$ cat config.mk
export PLATFORM = sky130hd
export DESIGN_NAME = lcrc_top
export DESIGN_NICKNAME = d
export VERILOG_FILES = /design/src/lcrc_pkg.sv /design/src/lcrc_cell.sv /design/src/lcrc_mux.sv /design/src/lcrc_top.sv
export SDC_FILE = /design/constraint.sdc
export NUM_CORES = 1
export LEC_CHECK = 0
export BUFFER_PORTS_ARGS = -buffer_cell sky130_fd_sc_hd__clkbuf_2
export CELL_PAD_IN_SITES_DETAIL_PLACEMENT = 1
export CELL_PAD_IN_SITES_GLOBAL_PLACEMENT = 2
export CORE_UTILIZATION = 35
export CTS_CLUSTER_SIZE = 24
export DETAILED_ROUTE_END_ITERATION = 6
export PLACE_DENSITY = 0.85
export SKIP_CTS_REPAIR_TIMING = 1
export SYNTH_ARGS = -nofsm -noshare
export SYNTH_HDL_FRONTEND = slang
export SYNTH_SLANG_ARGS = --single-unit
export TNS_END_PERCENT = 10
$ cat constraint.sdc
create_clock -name mclk_i -period 11 [get_ports mclk_i]
set_clock_uncertainty 0.2 [all_clocks]
set_input_delay 0 -clock mclk_i [delete_from_list [all_inputs] [get_ports mclk_i]]
set_output_delay 0 -clock mclk_i [all_outputs]
set_load 0.05 [all_outputs]
$ cat src/lcrc_pkg.sv
// Behaviour
// - two clocks, two gates, two clears, sclr, sload
// - sync load disables first clock gate
// - register packing blocks the sync load
// - at most four non-global control sources
// - sync clear/load hit all cluster registers
// - each cell clock paired with its gate
// - both edges need both cluster clocks
// - gate low stops its paired clock
// - controls come from row clocks or local lines
// - no async load; preset by inverted data
// - optional device-wide clear overrides everything
// - register chain feeds the next cell
// - local lines from routing, cells, neighbours
// - each cell output reaches 48 cells
// - cell register with bypass for combinational
package lcrc_pkg;
    localparam int NCELL = 16;
    localparam int NROW  = 6;
    localparam int NLOC  = 8;
    localparam int NRTE  = 8;
    localparam int NPOOL = NRTE + 3 * NCELL;
    localparam int SRCW  = 4;
    localparam int LOCW  = 6;
    localparam int NCTRL = 8;
    localparam int MAX_NONGLOBAL = 4;
    localparam int MAX_ACTIVE    = 7;

    localparam logic [SRCW-1:0] SRC_NONE = 4'hF;
    localparam logic [SRCW-1:0] LOC_BASE = 4'h6;

    // control slots, one nibble each in the source register
    typedef enum logic [2:0] {
        LCRC_CLK_A, LCRC_GATE_A, LCRC_CLK_B, LCRC_GATE_B,
        LCRC_ACLR0, LCRC_ACLR1, LCRC_SCLR, LCRC_SLOAD
    } lcrc_ctrl_t;

    localparam logic [7:0] A_SRC      = 8'h00;
    localparam logic [7:0] A_MODE     = 8'h04;
    localparam logic [7:0] A_CELL_CLK = 8'h08;
    localparam logic [7:0] A_CELL_CLR = 8'h0C;
    localparam logic [7:0] A_CELL_MOD = 8'h10;
    localparam logic [7:0] A_LOC0     = 8'h14;
    localparam logic [7:0] A_LOC1     = 8'h18;
    localparam logic [7:0] A_STATUS   = 8'h1C;
    localparam logic [7:0] A_QOUT     = 8'h20;

    localparam logic [31:0] SRC_RST  = 32'hFFFFFFFF;
    localparam logic [31:0] ZERO_RST = 32'h00000000;

    localparam int M_FALL_A = 0;
    localparam int M_FALL_B = 1;
    localparam int M_PACK   = 2;
    localparam int HALF     = 16;

    function automatic logic is_nonglobal(input logic [SRCW-1:0] sel);
        is_nonglobal = (sel >= LOC_BASE) && (sel != SRC_NONE);
    endfunction : is_nonglobal
endpackage : lcrc_pkg

$ cat src/lcrc_cell.sv
`timescale 1ns/1ps
`default_nettype none
module lcrc_cell (
    input  wire logic mclk_i,     // system clock
    input  wire logic sys_rst_i,  // sync reset
    input  wire logic dev_clr_i,  // device-wide clear, active high here
    input  wire logic tick_i,     // gated edge of this cell's cluster clock
    input  wire logic aclr_i,     // selected asynchronous clear
    input  wire logic sclr_i,     // cluster sync clear
    input  wire logic sload_i,    // cluster sync load
    input  wire logic sdata_i,    // sync load value
    input  wire logic lut_i,      // lookup-table result
    input  wire logic chain_i,    // previous cell register
    input  wire logic chain_sel_i,// capture from chain
    input  wire logic preset_i,   // preset mode
    input  wire logic comb_i,     // register bypass
    output logic      reg_o,      // register value
    output logic      cell_o      // cell output
);
    logic q_q;
    logic d_in;

    assign d_in = chain_sel_i ? chain_i : lut_i;

    always_ff @(posedge mclk_i) begin
        if (sys_rst_i || dev_clr_i || aclr_i) begin
            q_q <= 1'b0;
        end else if (tick_i) begin
            if (sclr_i) begin
                q_q <= 1'b0;
            end else if (sload_i) begin
                q_q <= sdata_i ^ preset_i;
            end else begin
                q_q <= d_in ^ preset_i;
            end
        end
    end

    // preset cells store inverted data so a clear reads back as one
    assign reg_o  = q_q ^ preset_i;
    assign cell_o = comb_i ? lut_i : reg_o;
endmodule : lcrc_cell
`default_nettype wire

$ cat src/lcrc_mux.sv
`timescale 1ns/1ps
`default_nettype none
module lcrc_mux #(
    parameter int N  = 14,
    parameter int SW = 4
) (
    input  wire logic [N-1:0]  src_i,   // candidate lines
    input  wire logic [SW-1:0] sel_i,   // line index
    output logic               out_o    // selected line, low when out of range
);
    assign out_o = (int'(sel_i) < N) ? src_i[sel_i] : 1'b0;
endmodule : lcrc_mux
`default_nettype wire

$ cat src/lcrc_top.sv
// Local design decisions: the address-and-strobe port and the register offsets.
`timescale 1ns/1ps
`default_nettype none
module lcrc_top
    import lcrc_pkg::*;
#(
    parameter bit DEV_CLR_EN = 1'b1
) (
    input  wire logic              mclk_i,      // 25 MHz system clock
    input  wire logic              sys_rst_i,   // sync reset, active high
    input  wire logic              dev_clr_n_i, // device_wide_clear_n
    input  wire logic [NROW-1:0]   row_clk_i,   // row clock lines
    input  wire logic [NRTE-1:0]   route_i,     // row/column routing into local lines
    input  wire logic [NCELL-1:0]  left_i,      // direct links from left block
    input  wire logic [NCELL-1:0]  right_i,     // direct links from right block
    input  wire logic [NCELL-1:0]  lut_i,       // lookup-table results
    input  wire logic [NCELL-1:0]  sdata_i,     // sync load data
    input  wire logic              chain_i,     // chain into first cell
    input  wire logic [7:0]        addr_i,      // register address
    input  wire logic [31:0]       wdata_i,     // write data
    input  wire logic              wr_i,        // write strobe
    input  wire logic              rd_i,        // read strobe
    output logic      [31:0]       rdata_o,     // read data, cycle after rd_i
    output logic      [NCELL-1:0]  cell_o,      // cell outputs
    output logic      [NCELL-1:0]  reg_o,       // register outputs
    output logic      [NCELL-1:0]  dlink_l_o,   // direct links to left block
    output logic      [NCELL-1:0]  dlink_r_o,   // direct links to right block
    output logic                   chain_o      // chain out of last cell
);
    logic [31:0] src_q;
    logic [31:0] mode_q;
    logic [31:0] cclk_q;
    logic [31:0] cclr_q;
    logic [31:0] cmod_q;
    logic [31:0] loc0_q;
    logic [31:0] loc1_q;
    logic [31:0] rdata_q;
    logic [31:0] rdata_d;
    logic        clk_a_prev_q;
    logic        clk_b_prev_q;

    // register port
    always_ff @(posedge mclk_i) begin
        if (sys_rst_i) begin
            src_q  <= SRC_RST;
            mode_q <= ZERO_RST;
            cclk_q <= ZERO_RST;
            cclr_q <= ZERO_RST;
            cmod_q <= ZERO_RST;
            loc0_q <= ZERO_RST;
            loc1_q <= ZERO_RST;
        end else if (wr_i) begin
            case (addr_i)
                A_SRC:      src_q  <= wdata_i;
                A_MODE:     mode_q <= wdata_i;
                A_CELL_CLK: cclk_q <= wdata_i;
                A_CELL_CLR: cclr_q <= wdata_i;
                A_CELL_MOD: cmod_q <= wdata_i;
                A_LOC0:     loc0_q <= wdata_i;
                A_LOC1:     loc1_q <= wdata_i;
                default:    ;
            endcase
        end
    end

    // local lines: pool of routing, own cells and both neighbours
    logic [NPOOL-1:0]       pool;
    logic [NLOC-1:0]        loc_line;
    logic [NLOC*LOCW-1:0]   loc_sel;

    assign pool    = {right_i, left_i, cell_o, route_i};
    assign loc_sel = {loc1_q[4*LOCW-1:0], loc0_q[4*LOCW-1:0]};

    genvar gl;
    generate
        for (gl = 0; gl < NLOC; gl++) begin : g_loc
            lcrc_mux #(.N(NPOOL), .SW(LOCW)) u_loc (
                .src_i (pool),
                .sel_i (loc_sel[gl*LOCW +: LOCW]),
                .out_o (loc_line[gl])
            );
        end
    endgenerate

    // control slot selection and admission
    logic [NROW+NLOC-1:0] ctrl_pool;
    logic [NCTRL-1:0]     raw;
    logic [NCTRL-1:0]     used;
    logic [NCTRL-1:0]     ng;
    logic [NCTRL-1:0]     keep;
    logic [NCTRL-1:0]     eff;
    logic [3:0]           ng_pfx [NCTRL+1];
    logic [3:0]           act_cnt[NCTRL+1];
    logic                 pack_en;
    logic                 sload_req;
    logic                 sload_ok;
    logic                 gate_a_off;

    assign ctrl_pool = {loc_line, row_clk_i};
    assign pack_en   = mode_q[M_PACK];
    assign sload_req = src_q[int'(LCRC_SLOAD)*SRCW +: SRCW] != SRC_NONE;
    assign sload_ok  = sload_req && !pack_en;
    assign gate_a_off = sload_ok;
    assign ng_pfx[0]  = 4'h0;
    assign act_cnt[0] = 4'h0;

    genvar gc;
    generate
        for (gc = 0; gc < NCTRL; gc++) begin : g_ctrl
            lcrc_mux #(.N(NROW+NLOC), .SW(SRCW)) u_src (
                .src_i (ctrl_pool),
                .sel_i (src_q[gc*SRCW +: SRCW]),
                .out_o (raw[gc])
            );
            assign used[gc] = src_q[gc*SRCW +: SRCW] != SRC_NONE;
            assign ng[gc]   = is_nonglobal(src_q[gc*SRCW +: SRCW]);
            // non-global sources past the fourth are dropped in slot order
            assign keep[gc] = used[gc] && !(ng[gc] && (ng_pfx[gc] >= 4'(MAX_NONGLOBAL)));
            assign ng_pfx[gc+1] = ng_pfx[gc] + 4'(keep[gc] && ng[gc]);
            assign act_cnt[gc+1] = act_cnt[gc] + 4'(eff[gc]);
        end
    endgenerate

    always_comb begin
        eff = keep;
        eff[LCRC_SLOAD]  = keep[LCRC_SLOAD] && sload_ok;
        eff[LCRC_GATE_A] = keep[LCRC_GATE_A] && !gate_a_off;
    end

    // effective control levels
    logic src_clk_a;
    logic src_clk_b;
    logic gate_a;
    logic gate_b;
    logic aclr0;
    logic aclr1;
    logic sclr;
    logic sload;
    logic edge_a;
    logic edge_b;
    logic tick_a;
    logic tick_b;
    logic dev_clr;

    assign src_clk_a = eff[LCRC_CLK_A] && raw[LCRC_CLK_A];
    assign src_clk_b = eff[LCRC_CLK_B] && raw[LCRC_CLK_B];
    // an unused gate leaves its clock running
    assign gate_a = !eff[LCRC_GATE_A] || raw[LCRC_GATE_A];
    assign gate_b = !eff[LCRC_GATE_B] || raw[LCRC_GATE_B];
    assign aclr0  = eff[LCRC_ACLR0] && raw[LCRC_ACLR0];
    assign aclr1  = eff[LCRC_ACLR1] && raw[LCRC_ACLR1];
    assign sclr   = eff[LCRC_SCLR] && raw[LCRC_SCLR];
    assign sload  = eff[LCRC_SLOAD] && raw[LCRC_SLOAD];
    assign dev_clr = DEV_CLR_EN && !dev_clr_n_i;

    always_ff @(posedge mclk_i) begin
        if (sys_rst_i) begin
            clk_a_prev_q <= 1'b0;
            clk_b_prev_q <= 1'b0;
        end else begin
            clk_a_prev_q <= src_clk_a;
            clk_b_prev_q <= src_clk_b;
        end
    end

    // each cluster clock picks its edge, so one source can feed both
    assign edge_a = mode_q[M_FALL_A] ? (clk_a_prev_q && !src_clk_a)
                                     : (!clk_a_prev_q && src_clk_a);
    assign edge_b = mode_q[M_FALL_B] ? (clk_b_prev_q && !src_clk_b)
                                     : (!clk_b_prev_q && src_clk_b);
    assign tick_a = edge_a && gate_a;
    assign tick_b = edge_b && gate_b;

    // the cells
    logic [NCELL-1:0] on_b;
    logic [NCELL-1:0] clr_sel;
    logic [NCELL-1:0] preset;
    logic [NCELL-1:0] comb;
    logic [NCELL-1:0] chain_sel;
    logic [NCELL-1:0] chain_in;
    logic [NCELL-1:0] cell_tick;
    logic [NCELL-1:0] cell_aclr;

    assign on_b      = cclk_q[NCELL-1:0];
    assign clr_sel   = cclr_q[NCELL-1:0];
    assign preset    = cclr_q[HALF +: NCELL];
    assign comb      = cmod_q[NCELL-1:0];
    assign chain_sel = cmod_q[HALF +: NCELL];
    assign chain_in  = {reg_o[NCELL-2:0], chain_i};
    assign cell_tick = (~on_b & {NCELL{tick_a}}) | (on_b & {NCELL{tick_b}});
    assign cell_aclr = (~clr_sel & {NCELL{aclr0}}) | (clr_sel & {NCELL{aclr1}});

    genvar gi;
    generate
        for (gi = 0; gi < NCELL; gi++) begin : g_cell
            lcrc_cell u_cell (
                .mclk_i      (mclk_i),
                .sys_rst_i   (sys_rst_i),
                .dev_clr_i   (dev_clr),
                .tick_i      (cell_tick[gi]),
                .aclr_i      (cell_aclr[gi]),
                .sclr_i      (sclr),
                .sload_i     (sload),
                .sdata_i     (sdata_i[gi]),
                .lut_i       (lut_i[gi]),
                .chain_i     (chain_in[gi]),
                .chain_sel_i (chain_sel[gi]),
                .preset_i    (preset[gi]),
                .comb_i      (comb[gi]),
                .reg_o       (reg_o[gi]),
                .cell_o      (cell_o[gi])
            );
        end
    endgenerate

    // own cells, left and right neighbours: 3 x 16 destinations
    assign dlink_l_o = cell_o;
    assign dlink_r_o = cell_o;
    assign chain_o   = reg_o[NCELL-1];

    // readback
    logic [31:0] status;
    assign status = {16'h0000, act_cnt[NCTRL], ng_pfx[NCTRL],
                     4'h0, gate_a_off, sload_req && pack_en, tick_b, tick_a};

    always_comb begin
        case (addr_i)
            A_SRC:      rdata_d = src_q;
            A_MODE:     rdata_d = mode_q;
            A_CELL_CLK: rdata_d = cclk_q;
            A_CELL_CLR: rdata_d = cclr_q;
            A_CELL_MOD: rdata_d = cmod_q;
            A_LOC0:     rdata_d = loc0_q;
            A_LOC1:     rdata_d = loc1_q;
            A_STATUS:   rdata_d = status;
            A_QOUT:     rdata_d = {16'h0000, reg_o};
            default:    rdata_d = ZERO_RST;
        endcase
    end

    always_ff @(posedge mclk_i) begin
        if (sys_rst_i || !rd_i) begin
            rdata_q <= ZERO_RST;
        end else begin
            rdata_q <= rdata_d;
        end
    end
    assign rdata_o = rdata_q;

    logic [NCELL-1:0] on_a;
    logic             no_clr;
    assign on_a   = ~on_b;
    assign no_clr = !dev_clr && !aclr0 && !aclr1;
endmodule : lcrc_top
`default_nettype wire

==> out/results.txt <==
Achievable Freq - 0.0996 GHz
violated checks - hold timing
global-route congestion overflow total - 0
Worst Setup Start Kind - flip-flop
largest net degree at the start of global routing - 135
First-pass DRT Iterations - 6
synth warn - 0
EDFF count, synth - 0
Seq/Total Area, Yosys - 0.270
share of cells above drive strength 1 - 0.184
RSZ-0062 raised after global routing - no
Worst Path Required - 11210 ps
drt drc - 0
Die Y - 243 µm
Post-Synthesis Cells - 2600
Cell Rows - 87
setup tns final - 0 ps
via count - 22654
crit end category - flip-flop
first-pass GRT wire length - 156 mm
hold_sp - addr_i[0]
Crit. Startpoint - src_q[1]
worst slew pin tran - 1350 ps
Top-Level Pins - 221
PD cells - 105 nW/µm²
DRT iter0 DRCs - 2724
Total GRT Usage - 0.356
I/O Buffers - 220
post-route ant nets - 0
CP bufs+invs - 2
crit-path max cell delay - 610 ps
RR Startpoint - src_q[1]
drt wl/cell - 31.6 µm
Max-Cap Viols - 0
routability cong. - 1.02
Clock Tree Root - clkbuf_16
post-detail-place hpwl - 77.3 mm
synth unique cells - 96
htree depth - 2
CTS Buf Count - 35
Worst-path clk slew - 60 ps
TritonCTS clock tree - built
Setup-failing EPs final - 0
Syn Std Cell Area - 20300 µm²
vias in the first global route - 21917
Fin Hold WS - -36.1 ps
Via density - 6.59
CP dominant cell by count - ha_1
Largest delay share family, worst path - adder cells
synthesis-stage register bit count - 274
Tcrit/Tclk final - 0.913
P_leak - 8.11 nW
commonest non-fill, non-tap cell in the layout - nand2_1
Slew Limit Headroom - 0.0996
total die area - 58900 µm²
clk_lat worst skew - 580 ps
Design Power - 2.40 mW
critical path start-end classification - reg -> reg
slowest cell on the critical path - xor2_1
Mean Syn Cell Area - 7.80 µm²
Area Overhead vs Synth - 13.2%
Initial Util - 0.357
Die W - 243 µm
post-synthesis net count - 2745
Core Area - 56800 µm²
predominant post-synthesis flop cell - dfxtp_1
final hold viol count - 2
Slew Viols, Final - 0
status - finished, violations left
Hold Crit Class - in -> reg
final net count - 2805
most frequent cells in the layout - nand2_1, dfxtp_1, a21oi_1
crit-path max FO - 10
worst-case vdd ir drop - 0.0906 mV
ys async rst share - 0
antenna violations before repair - 5
final WL - 109 mm
Max clock buf depth - 3
Critical Path AT - 10260 ps
Ant. Diodes - 0
clock sink count - 274
Period minus WS final - 10040 ps
-- sequential cells by signal, summed over array words and instances (netlist names) --
signal	cells
cmod_q	32
src_q	32
loc0_q	32
cclr_q	32
cclk_q	32
rdata_o	32
g_cell.u_cell.q_q	16
loc1_q	32
clk_a_prev_q	1
clk_b_prev_q	1
mode_q	32
-- cells in the mapped netlist (12+ instances only) --
library cell    n  share of area
nand2_1       550           0.10
dfxtp_1       274           0.27
a21oi_1       237          0.058
clkbuf_1      182          0.034
nor2_1        114          0.021
mux2i_1        86          0.042
a22oi_1        70          0.026
inv_1          69          0.013
buf_4          68          0.025
a31oi_1        62          0.019
nand3b_1       59          0.022
nand3_1        58          0.014
mux4_2         55          0.061
o211ai_1       44          0.016
nor2b_1        42          0.013
o21ai_0        37         0.0091
nor3_1         32         0.0079
a221oi_1       31          0.013
nand2b_1       26         0.0080
buf_2          25         0.0062
a222oi_1       24          0.012
a211oi_1       21         0.0078
a211oi_2       19          0.012
or4_1          19         0.0070
a22o_1         18         0.0078
and4b_1        17         0.0084
o32ai_1        17         0.0073
nor4bb_1       16         0.0079
and4_1         15         0.0065
ha_1           15         0.0092
mux2_2         15         0.0083
nand4_1        15         0.0046
and2_1         14         0.0043
mux2_4         14          0.010
a311oi_1       13         0.0056
o2111ai_1      13         0.0056
o21ai_1        13         0.0032
xor2_1         12         0.0052
-- kinds of logic (layout without fill, tap and decap cells) --
| logic type | Yosys count | in the layout | synth area share |
|---|---|---|---|
| muxes | 175 | 175 | 0.126 |
| adders and majority gates | 21 | 21 | 0.0152 |
| and+or+nand+nor | 1034 | 1034 | 0.247 |
| DFF | 274 | 274 | 0.270 |
| AOI/OAI and AO/OA | 707 | 707 | 0.244 |
| xor gates and xnor gates | 26 | 26 | 0.0134 |
| buffers and inverters | 363 | 447 | 0.0839 |
-- path summary, 6_finish.rpt --
path	endpoint	slack, ps	cells after the start
worst min register to register	cclk_q[23]	260	2
worst max register to register	rdata_o[13]	960	40
worst max-delay path	rdata_o[13]	960	40
worst min-delay path	rdata_o[10]	-40	7
-- through the flow --
step                utilization  instance area (µm²)  hold slack (ps)  worst slack (ps)  instances
floorplan                     -                20300            -79.2              2510       2600
global placement          0.376                21400              128              1280       3336
detailed placement        0.376                21400              131              1050       3336
CTS                       0.397                22500             -472              1000       3397
global route              0.404                23000             24.2               198       3440
finish                    0.404                23000            -36.1               957       3440
-- per-layer routing --
layer | global-route usage | routed length, µm | up-vias
met5 | 0 | 0 | -
met4 | 0.169 | 5940 | 0
met3 | 0.0738 | 10600 | 270
met2 | 0.553 | 47700 | 1375
met1 | 0.470 | 44300 | 11410
li1 | - | - | 9599
-- layout make-up --
type / count / area (µm²)
Clock inverter: 14 / 194
Inverter: 71 / 267
Multi-Input combinational cell: 1963 / 13200
Tap cell: 756 / 946
Sequential cell: 274 / 5490
Clock buffer: 47 / 971
Fill cell: 6893 / 33800
Timing Repair Buffer: 315 / 1930
-- worst min-delay path: stages --
cell and delay [ps]:
clkbuf_2 90, nor2_1 60, nand3_1 130, nor2_1 50, buf_4 180, nand2_1 80
a31oi_1 70
-- power breakdown --
| group | switching, mW | internal (mW) |
|---|---|---|
| clock | 0.501 | 0.698 |
| sequential | 0.00284 | 0.993 |
| combinational | 0.139 | 0.0674 |
(Power assumes the default switching activity.)
